File: config.mk
export PLATFORM = sky130hd
export DESIGN_NAME = ssr_supervisor
export DESIGN_NICKNAME = d
export VERILOG_FILES = /design/src/hw/ssr_pkg.sv /design/src/hw/ssr_supervisor.sv /design/src/hw/ssr_sync.sv
export SDC_FILE = /design/constraint.sdc
export NUM_CORES = 1
export LEC_CHECK = 0
export ABC_AREA = 1
export BUFFER_PORTS_ARGS = -buffer_cell sky130_fd_sc_hd__buf_4
export CAP_MARGIN = 5
export CORE_ASPECT_RATIO = 0.7
export CORE_MARGIN = 2
export CORE_UTILIZATION = 59
export CTS_CLUSTER_DIAMETER = 40
export CTS_CLUSTER_SIZE = 14
export DETAILED_ROUTE_END_ITERATION = 10
export PLACE_DENSITY = 0.76
export SLEW_MARGIN = 0
export SYNTH_ARGS = -nofsm -noshare
export SYNTH_HDL_FRONTEND = slang
export SYNTH_SLANG_ARGS = --single-unit
File: constraint.sdc
create_clock -name ref_clk -period 1.6 [get_ports ref_clk]
set_input_delay 0.08 -clock ref_clk [delete_from_list [all_inputs] [get_ports ref_clk]]
set_output_delay 0.08 -clock ref_clk [all_outputs]
set_load 0.02 [all_outputs]
File: src/hw/ssr_pkg.sv
// Shared constants, types and timing counts for the supply supervisor reset logic.
package ssr_pkg;

    // ************************************************************
    // Timebase
    // ************************************************************
    localparam int unsigned CLK_FREQ_MHZ = 100;

    // ************************************************************
    // Manual reset timing
    // ************************************************************
    localparam int unsigned MANUAL_MIN_PULSE_WIDTH_NS = 25000;
    localparam int unsigned MANUAL_TO_RESET_DELAY_NS = 12000;
    // A least width rounds up to whole cycles.
    localparam int unsigned MANUAL_MIN_PULSE_CYC = (MANUAL_MIN_PULSE_WIDTH_NS * CLK_FREQ_MHZ + 999) / 1000;
    // The delay is a typical figure, so it rounds to the nearest cycle.
    localparam int unsigned MANUAL_TO_RESET_DELAY_CYC = (MANUAL_TO_RESET_DELAY_NS * CLK_FREQ_MHZ + 500) / 1000;
    localparam int unsigned MANUAL_TOTAL_CYC = MANUAL_MIN_PULSE_CYC + MANUAL_TO_RESET_DELAY_CYC;
    localparam int unsigned MANUAL_CNT_W = $clog2(MANUAL_TOTAL_CYC + 1);

    // ************************************************************
    // Reset and watchdog timeouts
    // ************************************************************
    localparam int unsigned RESET_TIMEOUT_US = 200;
    localparam int unsigned RESET_TIMEOUT_CYC = RESET_TIMEOUT_US * CLK_FREQ_MHZ;
    localparam int unsigned WD_TIMEOUT_US = 6200;
    localparam int unsigned WD_TIMEOUT_CYC = WD_TIMEOUT_US * CLK_FREQ_MHZ;

    // ************************************************************
    // Types
    // ************************************************************
    // Synchronised comparator results and pins, in one word.
    typedef struct packed {
        logic supply_low;
        logic line_low;
        logic pf_ok;
        logic manual_n;
        logic wd_act;
    } ssr_pins_s;

    // Power-up assumes low supply, idle manual input and failing sense.
    localparam ssr_pins_s PINS_RESET_VAL = '{supply_low: 1'b1, line_low: 1'b1, pf_ok: 1'b0,
                                            manual_n: 1'b1, wd_act: 1'b0};

    // Reset sequencer states.
    typedef enum logic [1:0] {
        ST_HOLD,
        ST_TIMEOUT,
        ST_RUN
    } ssr_state_e;

endpackage : ssr_pkg

File: src/hw/ssr_supervisor.sv
// Supervisory reset, watchdog and warning logic for a microprocessor.
`timescale 1ns/1ps
`default_nettype none

// Operation
// RULE1 - Reset is asserted whenever the supply is below the reset threshold.
// RULE2 - Reset is released only after the supply stays good for the whole timeout, restarting on a dip.
// RULE3 - The reset output polarity is a build option while the internal condition stays the same.
// RULE4 - The manual input is debounced so short low bounces cause no reset, and idles inactive.
// RULE5 - A manual low held past 25 us asserts reset after a further 12 us.
// RULE6 - Reset stays on while the manual input is low and ends one timeout after it rises.
// RULE7 - Outside logic may pull the manual input low and should hold it past the qualifying width.
// RULE8 - The power-fail warning is low while the sense input is below reference and high otherwise.
// RULE9 - The power-fail path and the reset path never affect each other.
// RULE10 - The low-line warning goes low when the supply is below the low-line threshold.
// RULE11 - Every edge on the watchdog activity input clears the watchdog counter.
// RULE12 - A watchdog counter reaching its timeout without activity asserts reset.
// RULE13 - Reset and watchdog timeouts are build parameters in timebase counts.
// RULE14 - All comparator and pin inputs are synchronised before use.

module ssr_supervisor #(
    parameter bit RESET_ACTIVE_HIGH = 1'b0,
    parameter int unsigned RESET_TIMEOUT_CYC = ssr_pkg::RESET_TIMEOUT_CYC,
    parameter int unsigned WD_TIMEOUT_CYC = ssr_pkg::WD_TIMEOUT_CYC
) (
    // Clock and power-on reset.
    input wire logic ref_clk,
    input wire logic rst_b,
    // Comparator results.
    input wire logic supply_below_reset_in,
    input wire logic supply_below_lowline_in,
    input wire logic power_fail_sense_in,
    // Processor side pins.
    input wire logic manual_reset_request_n,
    input wire logic watchdog_activity_in,
    // Outputs.
    output logic reset_out,
    output logic low_line_warning_n,
    output logic power_fail_warning_n
);

    // ************************************************************
    // Widths and build checks
    // ************************************************************
    localparam int unsigned RW = $clog2(RESET_TIMEOUT_CYC + 1);
    localparam int unsigned WW = $clog2(WD_TIMEOUT_CYC + 1);
    localparam int unsigned MW = ssr_pkg::MANUAL_CNT_W;
    localparam logic ASSERT_LVL = RESET_ACTIVE_HIGH;

    // Counters below assume at least two cycles of timeout.
    if (RESET_TIMEOUT_CYC < 2 || WD_TIMEOUT_CYC < 2)
    begin : g_bad_param
        $error("Timeout counts must be at least two cycles.");
    end

    // ************************************************************
    // Input synchronisation
    // ************************************************************
    ssr_pkg::ssr_pins_s pins_raw;
    ssr_pkg::ssr_pins_s pins;

    // Gather the asynchronous levels into one word.
    assign pins_raw = '{supply_low: supply_below_reset_in, line_low: supply_below_lowline_in,
                        pf_ok: power_fail_sense_in, manual_n: manual_reset_request_n,
                        wd_act: watchdog_activity_in};

    ssr_sync #(
        .WIDTH($bits(ssr_pkg::ssr_pins_s)),
        .RESET_VAL(ssr_pkg::PINS_RESET_VAL)
    ) u_sync (
        .ref_clk(ref_clk),
        .rst_b(rst_b),
        .async_in(pins_raw),
        .sync_out(pins)
    ); // see RULE14

    // ************************************************************
    // Manual reset qualification
    // ************************************************************
    logic [MW-1:0] man_cnt;
    logic [MW-1:0] next_man_cnt;
    logic manual_hold;
    logic next_manual_hold;

    // Count low time; any high level restarts it, which filters bounces.
    always_comb
    begin
        if (pins.manual_n)
        begin
            next_man_cnt = '0; // see RULE4
        end
        else if (man_cnt != MW'(ssr_pkg::MANUAL_TOTAL_CYC))
        begin
            next_man_cnt = man_cnt + 1'b1; // see RULE5
        end
        else
        begin
            next_man_cnt = man_cnt;
        end
        next_manual_hold = (next_man_cnt == MW'(ssr_pkg::MANUAL_TOTAL_CYC)); // see RULE6
    end

    // Register the qualifier.
    always_ff @(posedge ref_clk or negedge rst_b)
    begin
        if (!rst_b)
        begin
            man_cnt <= '0;
            manual_hold <= 1'b0;
        end
        else
        begin
            man_cnt <= next_man_cnt;
            manual_hold <= next_manual_hold;
        end
    end

    // ************************************************************
    // Watchdog
    // ************************************************************
    ssr_pkg::ssr_state_e state;
    ssr_pkg::ssr_state_e next_state;
    logic wd_prev;
    logic wd_edge;
    logic [WW-1:0] wd_cnt;
    logic [WW-1:0] next_wd_cnt;
    logic wd_fire;
    logic next_wd_fire;

    // Edges clear the count; it also rests while reset is active.
    always_comb
    begin
        wd_edge = pins.wd_act ^ wd_prev;
        next_wd_fire = (state == ssr_pkg::ST_RUN) && !wd_edge
                       && (wd_cnt == WW'(WD_TIMEOUT_CYC - 1)); // see RULE12
        if (wd_edge || wd_fire || state != ssr_pkg::ST_RUN)
        begin
            next_wd_cnt = '0; // see RULE11
        end
        else
        begin
            next_wd_cnt = wd_cnt + 1'b1;
        end
    end

    // Register the watchdog state.
    always_ff @(posedge ref_clk or negedge rst_b)
    begin
        if (!rst_b)
        begin
            wd_prev <= 1'b0;
            wd_cnt <= '0;
            wd_fire <= 1'b0;
        end
        else
        begin
            wd_prev <= pins.wd_act;
            wd_cnt <= next_wd_cnt;
            wd_fire <= next_wd_fire;
        end
    end

    // ************************************************************
    // Reset sequencer
    // ************************************************************
    logic cause;
    logic [RW-1:0] rst_cnt;
    logic [RW-1:0] next_rst_cnt;
    logic next_reset_out;

    // Hold while any cause is present, then time out before release.
    always_comb
    begin
        cause = pins.supply_low | manual_hold | wd_fire; // see RULE1
        next_state = state;
        next_rst_cnt = rst_cnt;
        unique case (state)
            ssr_pkg::ST_HOLD:
            begin
                next_rst_cnt = '0;
                if (!cause)
                begin
                    next_state = ssr_pkg::ST_TIMEOUT;
                end
            end
            ssr_pkg::ST_TIMEOUT:
            begin
                if (cause)
                begin
                    next_state = ssr_pkg::ST_HOLD; // see RULE2
                    next_rst_cnt = '0;
                end
                else if (rst_cnt == RW'(RESET_TIMEOUT_CYC - 1))
                begin
                    next_state = ssr_pkg::ST_RUN; // see RULE13
                    next_rst_cnt = '0;
                end
                else
                begin
                    next_rst_cnt = rst_cnt + 1'b1;
                end
            end
            ssr_pkg::ST_RUN:
            begin
                if (cause)
                begin
                    next_state = ssr_pkg::ST_HOLD;
                end
            end
        endcase
        next_reset_out = (next_state != ssr_pkg::ST_RUN) ? ASSERT_LVL : ~ASSERT_LVL; // see RULE3
    end

    // Register the sequencer and its output.
    always_ff @(posedge ref_clk or negedge rst_b)
    begin
        if (!rst_b)
        begin
            state <= ssr_pkg::ST_HOLD;
            rst_cnt <= '0;
            reset_out <= ASSERT_LVL;
        end
        else
        begin
            state <= next_state;
            rst_cnt <= next_rst_cnt;
            reset_out <= next_reset_out;
        end
    end

    // ************************************************************
    // Warning outputs
    // ************************************************************
    logic next_pf_warn_n;
    logic next_ll_warn_n;

    // Both warnings follow their comparators and nothing else.
    always_comb
    begin
        next_pf_warn_n = pins.pf_ok; // see RULE8
        next_ll_warn_n = ~pins.line_low; // see RULE10
    end

    // Register the warnings.
    always_ff @(posedge ref_clk or negedge rst_b)
    begin
        if (!rst_b)
        begin
            power_fail_warning_n <= 1'b0;
            low_line_warning_n <= 1'b0;
        end
        else
        begin
            power_fail_warning_n <= next_pf_warn_n; // see RULE9
            low_line_warning_n <= next_ll_warn_n;
        end
    end

    logic rst_on;
    logic [1:0] warm;

    // Output level seen as asserted, and a settle count for path latency.
    assign rst_on = (reset_out == ASSERT_LVL);
    always_ff @(posedge ref_clk or negedge rst_b)
    begin
        if (!rst_b)
        begin
            warm <= 2'h0;
        end
        else if (warm != 2'h3)
        begin
            warm <= warm + 2'h1;
        end
    end
endmodule : ssr_supervisor

`default_nettype wire

File: src/hw/ssr_sync.sv
// Two-flop synchroniser for a vector of independent asynchronous levels.
`timescale 1ns/1ps
`default_nettype none

module ssr_sync #(
    parameter int unsigned WIDTH = 1,
    parameter logic [WIDTH-1:0] RESET_VAL = '0
) (
    // Clock and reset.
    input wire logic ref_clk,
    input wire logic rst_b,
    // Levels in and out.
    input wire logic [WIDTH-1:0] async_in,
    output logic [WIDTH-1:0] sync_out
);

    // ************************************************************
    // Per-bit stages
    // ************************************************************
    logic [WIDTH-1:0] meta;

    for (genvar i = 0; i < WIDTH; i++)
    begin : g_bit
        // The first stage feeds only the second stage.
        always_ff @(posedge ref_clk or negedge rst_b)
        begin
            if (!rst_b)
            begin
                meta[i] <= RESET_VAL[i];
                sync_out[i] <= RESET_VAL[i];
            end
            else
            begin
                meta[i] <= async_in[i];
                sync_out[i] <= meta[i];
            end
        end
    end

endmodule : ssr_sync

`default_nettype wire
Word-level counts from Yosys, hierarchy flattened
Cells that the tools add are included.
{ "word_totals": {"reg_bits": 65, "inputBits": 7, "word_cells": 54} }
{ "op_classes": {"add_sub_neg": 3, "eq_ne": 8, "n_mux": 12, "bitwise_logic": 4, "n_reduce_logical": 7} }
{ "op_table": {"columns": ["op", "count"], "rows": [
  ["two-way mux 15 bit", 2],
  ["case mux 15 bit (2 select lines)", 1],
  ["two-way mux 12 bit", 2],
  ["adder 20 x 1 -> 20 bit (second input constant)", 1],
  ["== test 20 bit (second input constant)", 1],
  ["two-way mux 20 bit", 1],
  ["adder 15 x 1 -> 15 bit (second input constant)", 1],
  ["== test 15 bit (second input constant)", 1],
  ["adder 12 x 1 -> 12 bit (second input constant)", 1],
  ["== test 12 bit (second input constant)", 1],
  ["!= test 12 bit (second input constant)", 1],
  ["two-way mux 2 bit", 4],
  ["case mux 2 bit (3 select lines)", 1],
  ["!= test 2 bit (second input constant)", 2],
  ["== test 2 x 1 -> 1 bit (second input constant)", 1],
  ["== test 2 bit (second input constant)", 1],
  ["logical AND 1 bit", 2],
  ["zero test 2 bit", 1],
  ["logical OR 1 bit", 2],
  ["bitwise OR 1 bit", 2],
  ["nonzero test 2 bit", 1],
  ["zero test 1 bit", 1],
  ["two-way mux 1 bit", 1],
  ["NOT 1 bit", 1],
  ["bitwise XOR 1 bit", 1]
]} }

Logic depth before layout (Yosys ltp)
Gate-level depths: netlist of run 1.
{ "logic_depth": {"word_depth": 6, "ltp_mapped": 11} }

Modules after synthesis
A second synthesis of run 1 with hierarchy kept.
{ "unflattened": {"cells_unflattened": 423, "area_unflattened_um2": 3434.5} }
{ "modules_own_cells": {"columns": ["mod", "n_inst", "cells_per_inst", "area_each_um2", "seq_area_each_um2"], "rows": [
  ["ssr_supervisor", 1, 413, 3176.8, 1376.3],
  ["ssr_sync", 1, 10, 257.7, 257.7]
]} }

Least setup slack after synthesis of run 1
Ideal clock, no wire load.
{ "synth_timing": {"kind": "reg2reg", "start": "reg state[1]", "end": "reg rst_cnt[12]", "arrival_time_ns": 1.357, "required_ns": 1.474, "path_slack_ns": 0.117, "stages_incl_launch_ff": 9, "path_buffers": 0, "path_cell_list": "dfrtp_1 -> inv_1 -> ha_1 -> nor2_1 -> inv_1 -> nand4_1 -> nor3_1 -> o21ai_1 -> nor2_1"} }
{ "synth_via": {"elab_chain_len": 2} }
{ "synth_lines": {"columns": ["element", "line_no", "rtl"], "rows": [
  ["start, declared", "ssr_supervisor.sv:121", "ssr_pkg::ssr_state_e state;"],
  ["start signal, assigned", "ssr_supervisor.sv:219", "state <= ssr_pkg::ST_HOLD;"],
  ["start signal, assigned", "ssr_supervisor.sv:225", "state <= next_state;"],
  ["== test 2 x 1 -> 1 bit or zero test 2 bit (tied branches)", "ssr_supervisor.sv:177", "unique case (state)"],
  ["case mux 15 bit (2 select lines) or nonzero test 2 bit (tied branches)", null, null],
  ["end signal, assigned", "ssr_supervisor.sv:226", "rst_cnt <= next_rst_cnt;"],
  ["end, declared", "ssr_supervisor.sv:167", "logic [RW-1:0] rst_cnt;"]
]} }
Several ways; a longest one is shown, not always the timed one.
A chain may end at the register's enable or synchronous reset.

Worst setup path after layout of run 1
{ "layout_timing": {"start": "reg rst_cnt[1]", "end": "reg rst_cnt[12]"} }
{ "layout_via": {"elab_chain_len": 4} }
{ "layout_lines": {"columns": ["element", "line_no", "rtl"], "rows": [
  ["adder 15 x 1 -> 15 bit or == test 15 bit (tied branches)", "ssr_supervisor.sv:200, ssr_supervisor.sv:193", null],
  ["two-way mux 15 bit (*)", "ssr_supervisor.sv:193", "else if (rst_cnt == RW'(RESET_TIMEOUT_CYC - 1))"],
  ["two-way mux 15 bit (*)", "ssr_supervisor.sv:188", "if (cause)"],
  ["case mux 15 bit (2 select lines) (*)", "ssr_supervisor.sv:177", null]
]} }
Every way passes the cells marked *; elsewhere a longest branch is shown, timed or not.

==> flow_summary.json, run 1 <==
{
  "status": "complete, no violations",
  "cts.sinks": 65,
  "p_leak_nw": 1.74,
  "drt-pass1-iter-count": 5,
  "drv_slew": 0,
  "ant_nets": 0,
  "syn_to_final_growth_pct": 22.7,
  "seq_area_frac_synth": 0.496,
  "synth_xor_area_frac": 0.0239,
  "hold_class": "input pin to asynchronous set/reset pin",
  "ctsHtreeMaxLevel": 3,
  "timing_hold_violations_final": 0,
  "path_clk_slew_ps": 80,
  "die_area_um2": 6200,
  "synth_top_family_by_area": "simple AND/OR/NAND/NOR gates",
  "synth.area.mux_share": 0,
  "first_global_vias": 2560,
  "worstPathRequired_ps": 1880,
  "ys_types": 34,
  "netlist.area_leader.share": 0.448,
  "syn_nets": 419,
  "grt_pass1_wl_mm": 11.7,
  "synth.ff_latch_count": 65,
  "clock-skew-final_ps": 11.8,
  "synthCells": 405,
  "synthAdderAreaFrac": 0.0266,
  "antenna_found_initial": 0,
  "rsz0062_at_grt": "true",
  "cap_viol_max_count": 0,
  "crit_type": "register to register",
  "fin_nets": 462,
  "io_buffers": 9,
  "syn_avg_cell_area_um2": 8.13,
  "max_freq_mhz": 639,
  "reg2reg_setup_slack_ps": 40,
  "worst_pin_slew_ps": 448,
  "post_drt_wl_per_cell_um": 14.2,
  "drtIter0Drc": 274,
  "powerDensity_nw_per_um2": 994,
  "synth_compound_area_frac": 0.0756,
  "power_mw": 4.02,
  "start_util": 0.620,
  "routabilityCongestion": 0.886,
  "place_ws_ps": 11.1,
  "setup_ws_ps": 36.1,
  "num_vias": 2849,
  "crit-reg2reg-launch": "rst_cnt[1]",
  "via_per_inst": 5.43,
  "cts_root_buf": "clkbuf_8",
  "period_minus_slack_ps": 1560,
  "dieWidth_um": 93.3,
  "r2r_end": "rst_cnt[12]",
  "r2r_cells": 7,
  "critPathMaxFanout": 5,
  "diodes": 0,
  "ir_drop_uv": 857,
  "ys_warn_count": 0,
  "hpwlAfterDp_mm": 4.88,
  "clkLatencyLatePin_ps": 350,
  "netlist_area_um2": 3290,
  "post-route-drc-count": 0,
  "fp.dieH_um": 66.5,
  "numCtsBuffers": 9,
  "cp-end-kind": "register",
  "cts_buffer_depth": 2,
  "fp.coreArea_um2": 5310,
  "grt_overflow": 0,
  "io_pins": 10,
  "synth-simple-area-share": 0.309,
  "fin_crit_sh": 0.977,
  "arrival_ps": 1840,
  "yosys-top-cells-area": "dfrtp_1 (45%), nand2_1 (10%), nor2_1 (6.2%)",
  "slew_headroom": 0.701,
  "rows": 22,
  "drive_above_1_share": 0.247,
  "grt_max_degree": 34,
  "setup_viol": 0,
  "drt-total-wl_mm": 7.48,
  "cp-start-kind": "register",
  "cts_tree": "yes",
  "grt_usage": 0.252,
  "yosysTopAreaCell": "dfrtp_1"
}
==> kinds of logic (layout without fill, tap and decap cells) <==
| group | Yosys count | in the layout |
|---|---|---|
| AND/OR/NAND/NOR | 220 | 220 |
| flip-flops | 65 | 65 |
| buffers and inverters | 60 | 108 |
| AO/OA/AOI/OAI | 44 | 44 |
| XOR/XNOR | 9 | 9 |
| adder cells (fa/ha/maj) | 7 | 7 |
==> where the power goes <==
group          total [mW]  switching (mW)  internal, mW
Combinational       0.644           0.363         0.281
Sequential           1.78          0.0687          1.71
Clock                1.59           0.700         0.892
==> cell usage in the layout, fill, tap and decap left out, types with 6 or more instances in the layout <==
cell,netlist,layout
inv_1,53,47
dfrtp_1,59,56
nor3_1,12,11
nand4_1,10,10
buf_4,0,26
nor2_1,54,49
dlygate4sd3_1,0,6
nand2_2,5,8
clkbuf_8,0,9
dfstp_2,6,6
nand2_1,88,83
inv_2,5,11
a21oi_1,16,16
nor2_4,5,10
nor2_2,10,10
o21ai_0,11,11
nand3_1,28,23
==> layer usage <==
layer	global-route usage	routed length (um)	vias to the layer above
met5	0	0	-
li1	-	-	1389
met3	0.0690	444	12
met4	0.107	134	0
met1	0.353	3460	1360
met2	0.371	3440	88
==> worst max-delay path, stage by stage (launching register included) <==
cell	delay, ps
dfrtp_1	430
ha_4	190
nand3_4	100
nor2_4	120
nand4_1	220
nor3_1	250
o21ai_1	80
nor2_1	110
==> registers in the layout (all words and copies together), names as in the netlist <==
signal and flops:
low_line_warning_n 1, man_cnt 12, manual_hold 1, power_fail_warning_n 1
reset_out 1, rst_cnt 15, state 2, u_sync.meta 5
u_sync.sync_out 5, wd_cnt 20, wd_fire 1, wd_prev 1
==> area by class of cell <==
class	instances	area, um^2
Clock buffer	9	124
Fill cell	365	1270
Clock inverter	7	103
Inverter	59	225
Sequential cell	65	1640
Tap cell	72	90.1
Multi-Input combinational cell	280	1590
Timing Repair Buffer	33	275
==> synthesized netlist by cell type <==
| cell type | n |
|---|---|
| xnor2_1 | 4 |
| o21a_1 | 1 |
| nand2_2 | 5 |
| o21ai_1 | 6 |
| inv_1 | 53 |
| nand4_1 | 10 |
| dfstp_2 | 6 |
| o221ai_1 | 1 |
| xor2_1 | 5 |
| nor2_4 | 5 |
| a21oi_1 | 16 |
| a21oi_2 | 1 |
| nor4_1 | 3 |
| nand3_1 | 28 |
| buf_2 | 1 |
| nand2_1 | 88 |
| o21ai_0 | 11 |
| nand3_2 | 1 |
| nor3_1 | 12 |
| o21bai_1 | 1 |
| ha_1 | 7 |
| a21boi_1 | 1 |
| a31oi_1 | 2 |
| clkinv_1 | 1 |
| a32o_1 | 1 |
| nor2_2 | 10 |
| nand3_4 | 1 |
| o21ai_2 | 1 |
| inv_2 | 5 |
| dfrtp_1 | 59 |
| nand3b_1 | 2 |
| nor2_1 | 54 |
| nor3_2 | 1 |
| o22ai_1 | 2 |
==> worst max-delay path by stage <==
stage | start | to | slack [ps] | cells after the start
6_report | rst_cnt[1] | rst_cnt[12] | 40 | 7
5_1_grt | state[0] | rst_cnt[12] | -100 | 8
4_1_cts | rst_cnt[0] | rst_cnt[10] | 3 | 8
3_5_place_dp | wd_cnt[0] | wd_cnt[16] | 10 | 10
3_3_place_gp | rst_cnt[0] | rst_cnt[10] | 60 | 8
2_1_floorplan | state[1] | rst_cnt[12] | 120 | 8
==> per-stage QoR <==
| stage | TNS, ps | hold WS [ps] | util | cell area [um^2] | instances |
|---|---|---|---|---|---|
| after CTS | 0 | 216 | 0.712 | 3780 | 512 |
| after global routing | -348 | 262 | 0.761 | 4040 | 525 |
| after global placement | 0 | 55.5 | 0.658 | 3500 | 490 |
| final | 0 | 218 | 0.761 | 4040 | 525 |
| after detailed placement | 0 | 57.6 | 0.658 | 3500 | 490 |
| after floorplan | 0 | -216 | - | 3290 | 405 |
==> timing repair <==
action,4_1_cts,5_1_grt
endpoints found under the hold margin,37,0
resized for setup,0,45
buffers inserted,0,13
setup endpoints to repair,0,17
hold buffers,6,0
No activity file was read; power rests on OpenSTA's default activity.
==> run 2, diff against run 1 <==
--- a/config.mk
+++ b/config.mk
@@ -9,12 +9,11 @@
 export BUFFER_PORTS_ARGS = -buffer_cell sky130_fd_sc_hd__buf_4
 export CAP_MARGIN = 5
 export CORE_ASPECT_RATIO = 0.7
-export CORE_MARGIN = 2
-export CORE_UTILIZATION = 59
+export CORE_MARGIN = 10
+export CORE_UTILIZATION = 35
 export CTS_CLUSTER_DIAMETER = 40
 export CTS_CLUSTER_SIZE = 14
 export DETAILED_ROUTE_END_ITERATION = 10
-export PLACE_DENSITY = 0.76
 export SLEW_MARGIN = 0
 export SYNTH_ARGS = -nofsm -noshare
 export SYNTH_HDL_FRONTEND = slang
==> run 2 against run 1 <==
Net effect: routed wire length shrank 4.4%; critical endpoint is now manual_hold; register-to-register slack gained 20 ps; flip-flop and latch count is the same; fmax grew 1.2%; final area grew 3.5%; highest routed layer unchanged; first-iteration DRC count shrank 2.2%; clock skew shrank 9.1 ps; combinational power shrank 0.9%; sequential power is essentially flat; die area grew 120%; via count shrank 4.1%.
==> flow_summary.json, run 2 (synthesis results as in run 1) <==
{
  "max_freq_mhz": 647,
  "io_buffers": 9,
  "ir_drop_uv": 675,
  "fin_nets": 463,
  "clkLatencyLatePin_ps": 330,
  "drive_above_1_share": 0.240,
  "cts.sinks": 65,
  "final_common_cell": "nand2_1",
  "start_util": 0.362,
  "powerDensity_nw_per_um2": 1080,
  "p_leak_nw": 1.78,
  "post_drt_wl_per_cell_um": 12.4,
  "ant_nets": 0,
  "status": "complete, no violations",
  "setup_viol": 0,
  "worst_pin_slew_ps": 431,
  "timing_hold_violations_final": 0,
  "drv_slew": 0,
  "num_vias": 2731,
  "cts_buffer_depth": 2,
  "rows": 29,
  "grt_pass1_wl_mm": 11.6,
  "grt_overflow": 0,
  "diodes": 0,
  "cts_tree": "yes",
  "slew_headroom": 0.713,
  "via_per_inst": 4.72,
  "path_clk_slew_ps": 60,
  "numCtsBuffers": 9,
  "antenna_found_initial": 0,
  "syn_to_final_growth_pct": 27.1,
  "cp-start-kind": "register",
  "post-route-drc-count": 0,
  "worstPathRequired_ps": 1870,
  "drt-pass1-iter-count": 5,
  "routabilityCongestion": 0.891,
  "largest_reg_flops": 20,
  "ctsHtreeMaxLevel": 3,
  "cts_root_buf": "clkbuf_16",
  "io_pins": 10,
  "fp.coreArea_um2": 9110,
  "clock-skew-final_ps": 2.73,
  "rsz0062_at_grt": "true",
  "grt_usage": 0.105,
  "drt-total-wl_mm": 7.15,
  "hold_class": "input pin to asynchronous set/reset pin",
  "arrival_ps": 1810,
  "largestRegisters": "wd_cnt (20), rst_cnt (15), man_cnt (12)",
  "fp.dieH_um": 101,
  "cp-end-kind": "register",
  "critPathMaxFanout": 3,
  "period_minus_slack_ps": 1540,
  "first_global_vias": 2487,
  "largest-register": "wd_cnt",
  "grt_max_degree": 33,
  "dieWidth_um": 136,
  "power_mw": 4.54,
  "hpwlAfterDp_mm": 5.05,
  "fin_crit_sh": 0.966,
  "crit_type": "register to register",
  "final_cell_mix": "nand2_1 (84), dfrtp_1 (57), nor2_1 (50)",
  "drtIter0Drc": 268,
  "tns_ps": 0,
  "die_area_um2": 13800,
  "cap_viol_max_count": 0
}
run 2: changes by cell type in the layout (fill, tap and decap cells not counted), moves of 2 or more:
| cell | delta |
|---|---|
| clkbuf_16 | +9 |
| clkbuf_8 | -8 |
| ha_2 | +3 |
| ha_4 | -2 |
| nand2_4 | -2 |
| nor2_2 | -2 |
| o21ai_1 | +2 |
run 2: stage by stage:
stage               area, um^2  hold WS (ps)  cells  utilization  worst slack, ps
floorplan                 3290          -216    405            -              117
global placement          3600          52.4    546        0.396             78.9
detailed placement        3600          62.5    546        0.396            -7.12
CTS                       4000           253    568        0.439             21.3
global route              4180           277    578        0.459            -30.8
finish                    4180           237    578        0.459             55.1
run 2: layout make-up:
| class | count | area, um^2 |
|---|---|---|
| Clock buffer | 10 | 239 |
| Clock inverter | 6 | 90.1 |
| Inverter | 59 | 221 |
| Timing Repair Buffer | 34 | 295 |
| Tap cell | 124 | 155 |
| Sequential cell | 65 | 1640 |
| Fill cell | 859 | 4920 |
| Multi-Input combinational cell | 280 | 1550 |
run 2: path summary, 6_finish.rpt:
check                                from            endpoint  slack (ps)  cells after the start
max in group asynchronous           rst_b  u_sync.sync_out[3]         810                      3
min in group ref_clk       u_sync.meta[0]  u_sync.sync_out[0]         350                      0
max                            man_cnt[1]         manual_hold          60                     10
min reg2reg                u_sync.meta[0]  u_sync.sync_out[0]         350                      0
max reg2reg                    man_cnt[1]         manual_hold          60                     10
min                                 rst_b          rst_cnt[2]         240                      2
run 2: what timing repair did:
action	CTS	global route
setup buffers	0	10
resized for setup	1	37
hold buffers	6	0
setup endpoints to repair	2	16
endpoints found under the hold margin	35	0
pin swaps	0	12
run 2: worst max-delay path, cell delays in order, from the launching register on:
cell	delay, ps
dfrtp_2	420
inv_2	70
ha_2	180
nand2_2	70
nor2_4	150
nand4_1	140
nand3_2	100
nand2_1	60
nor2_1	130
nand2_1	80
nor2_2	80
run 2: report_power, final:
part / internal, mW / leakage, nW / total [mW] / switching [mW]
Clock: 1.41 / 0.159 / 2.14 / 0.733
Combinational: 0.274 / 0.756 / 0.638 / 0.364
Sequential: 1.71 / 0.862 / 1.76 / 0.0423
Total: 3.40 / 1.78 / 4.54 / 1.14
run 2: layer usage:
layer	track usage	part of all wire	vias up
li1	-	-	1389
met1	0.143	0.50	1275
met2	0.147	0.44	61
met3	0.0490	0.054	6
met4	0.0253	0.0052	0
met5	0	0	-
==> run 3, diff against run 2 <==
==> constraint.sdc (replaced) <==
create_clock -name ref_clk -period 1.46 [get_ports ref_clk]
set_input_delay 0.073 -clock ref_clk [delete_from_list [all_inputs] [get_ports ref_clk]]
set_output_delay 0.073 -clock ref_clk [all_outputs]
set_load 0.02 [all_outputs]
==> run 3 against run 2 <==
Net effect: the run now ends with negative setup slack left; die area is the same; global-route usage increased by 0.93 points; core utilization is 5.2 points higher; setup slack got worse by 110 ps; sequential power up 9.7%; register-to-register slack worse by 110 ps; final cell count rose by 5.7%; critical path type unchanged; largest cell class is now multi-input gates; largest power group unchanged; highest routed layer unchanged.
==> flow_summary.json, run 3 (synthesis results as in run 1) <==
{
  "met2_usage": 0.160,
  "post_drt_wl_per_cell_um": 12.6,
  "ant_nets": 0,
  "fin_util": 0.511,
  "tns_ps": -59.1,
  "cts.sinks": 65,
  "setup_ws_ps": -59.1,
  "cp_num_buf_inv": 1,
  "p_leak_nw": 1.99,
  "fin_nets": 496,
  "hpwlAfterDp_mm": 5.12,
  "die_area_um2": 13800,
  "path_clk_slew_ps": 60,
  "grt_max_degree": 27,
  "setup_viol": 1,
  "routabilityCongestion": 0.851,
  "internal_power_mw": 3.70,
  "grt_pass1_wl_mm": 12.7,
  "antenna_found_initial": 0,
  "crit_family": "simple AND/OR/NAND/NOR gates",
  "pwr-share-seq": 0.377,
  "slew_headroom": 0.751,
  "r2r_cells": 9,
  "cp_slowest_stage_delay_ps": 430,
  "grt_overflow": 0,
  "io_buffers": 9,
  "io_pins": 10,
  "diodes": 0,
  "clock_power_share": 0.435,
  "drt-total-wl_mm": 7.72,
  "dieWidth_um": 136,
  "cp_slowest_cell": "dfrtp_1",
  "met1_usage": 0.158,
  "largestRegisters": "wd_cnt (20), rst_cnt (15), man_cnt (12)",
  "max_freq_mhz": 658,
  "fillers": 820,
  "largest-register": "wd_cnt",
  "hold_class": "input pin to asynchronous set/reset pin",
  "rows": 29,
  "drv_slew": 0,
  "critical_path.cell_chain": "inv_2, ha_4, nand3_1, nand3b_1, nand2_1, nand3_1, nor2_1, nand2_1, nor2_2",
  "ctsHtreeMaxLevel": 3,
  "numCtsBuffers": 9,
  "syn_to_final_growth_pct": 41.4,
  "status": "finished with violations",
  "crit-reg2reg-launch": "man_cnt[1]",
  "cap_viol_max_count": 0,
  "switchingPower_mw": 1.43,
  "cts_buffer_depth": 2,
  "arrival_ps": 1800,
  "post-route-drc-count": 0,
  "period_minus_slack_ps": 1520,
  "powerDensity_nw_per_um2": 1100,
  "drt-pass1-iter-count": 4,
  "reg2reg_setup_slack_ps": -60,
  "drtIter0Drc": 222,
  "final_common_cell": "nand2_1",
  "first_global_vias": 2718,
  "cp-start-kind": "register",
  "grt_usage": 0.114,
  "via_per_inst": 4.73,
  "critPathMaxFanout": 3,
  "gr-usage-met3": 0.0406,
  "timing_hold_violations_final": 0,
  "cp-end-kind": "register",
  "grt.busiest_layer": "met2",
  "worst_pin_slew_ps": 374,
  "p_sw_frac": 0.278,
  "final_cell_mix": "nand2_1 (77), dfrtp_1 (58), buf_4 (55)",
  "crit_cells": 9,
  "cts_root_buf": "clkbuf_16",
  "rsz0062_at_grt": "true",
  "ir_drop_uv": 729,
  "fp.dieH_um": 101,
  "clkLatencyLatePin_ps": 340,
  "num_vias": 2887,
  "start_util": 0.362,
  "worstPathRequired_ps": 1740,
  "largest_reg_flops": 20,
  "violations": "negative setup slack",
  "r2r_end": "manual_hold",
  "clock-skew-final_ps": 4.87,
  "fin_crit_sh": 1.04,
  "fp.coreArea_um2": 9110,
  "drive_above_1_share": 0.357,
  "cts_tree": "yes",
  "holdWs_ps": 186,
  "combPwrFrac": 0.189,
  "crit_type": "register to register"
}
## run 3: changes by cell type in the layout (fill, tap and decap cells not counted), sizes merged
cell	change
clkinv	+1
clkinvlp	-1
bufinv	-1
inv	+2
buf	+33
clkbuf	-1
## run 3: per-stage QoR
step,cells,cell area (um^2),total power [mW],setup WS [ps]
after floorplan,405,3300,2.28,59.5
after global placement,567,3760,2.58,-31.8
after detailed placement,567,3760,2.60,-128
after CTS,595,4320,5.08,-26.3
after global routing,611,4660,5.38,-122
final,611,4660,5.13,-59.1
## run 3: power groups by stage
stage               sequential, mW  combinational (mW)  clock (mW)
floorplan                     1.95               0.323           0
global placement              1.94               0.640           0
detailed placement            1.95               0.651           0
CTS                           1.93               0.854        2.29
global route                  1.94                1.06        2.38
finish                        1.93               0.969        2.23
## run 3: layer usage
layer,vias up,share of wire
li1,1465,-
met1,1357,0.50
met2,54,0.43
met3,11,0.046
met4,0,0.015
met5,-,0
## run 3: how the worst max path moves through the flow
stage | from | to
finish | man_cnt[1] | manual_hold
global route | man_cnt[1] | manual_hold
CTS | man_cnt[0] | manual_hold
detailed placement | state[1] | rst_cnt[10]
global placement | rst_cnt[0] | reset_out
floorplan | state[1] | rst_cnt[12]
## run 3: worst register-to-register path, cell delays in order (launching register included)
cell      delay (ps)
dfrtp_1          430
inv_2            110
ha_4             160
nand3_1           70
nand3b_1         220
nand2_1          120
nand3_1           80
nor2_1           120
nand2_1           70
nor2_2            70
## run 3: layout make-up
class                   count  area (um^2)  area share
flip-flops and latches     65         1640       0.351
well taps                 124          155      0.0333
multi-input cells         280         1760       0.378
inverters                  59          224      0.0481
clock buffers               9          225      0.0484
repair buffers             67          567       0.122
clock inverters             7         87.6      0.0188
## run 3: timing repair
item / in CTS / in global routing
resized for setup: 33 / 58
pin swaps: 14 / 31
buffers inserted: 6 / 16
hold buffers: 6 / 0
hold endpoints to repair: 52 / 0
setup endpoints to repair: 12 / 31
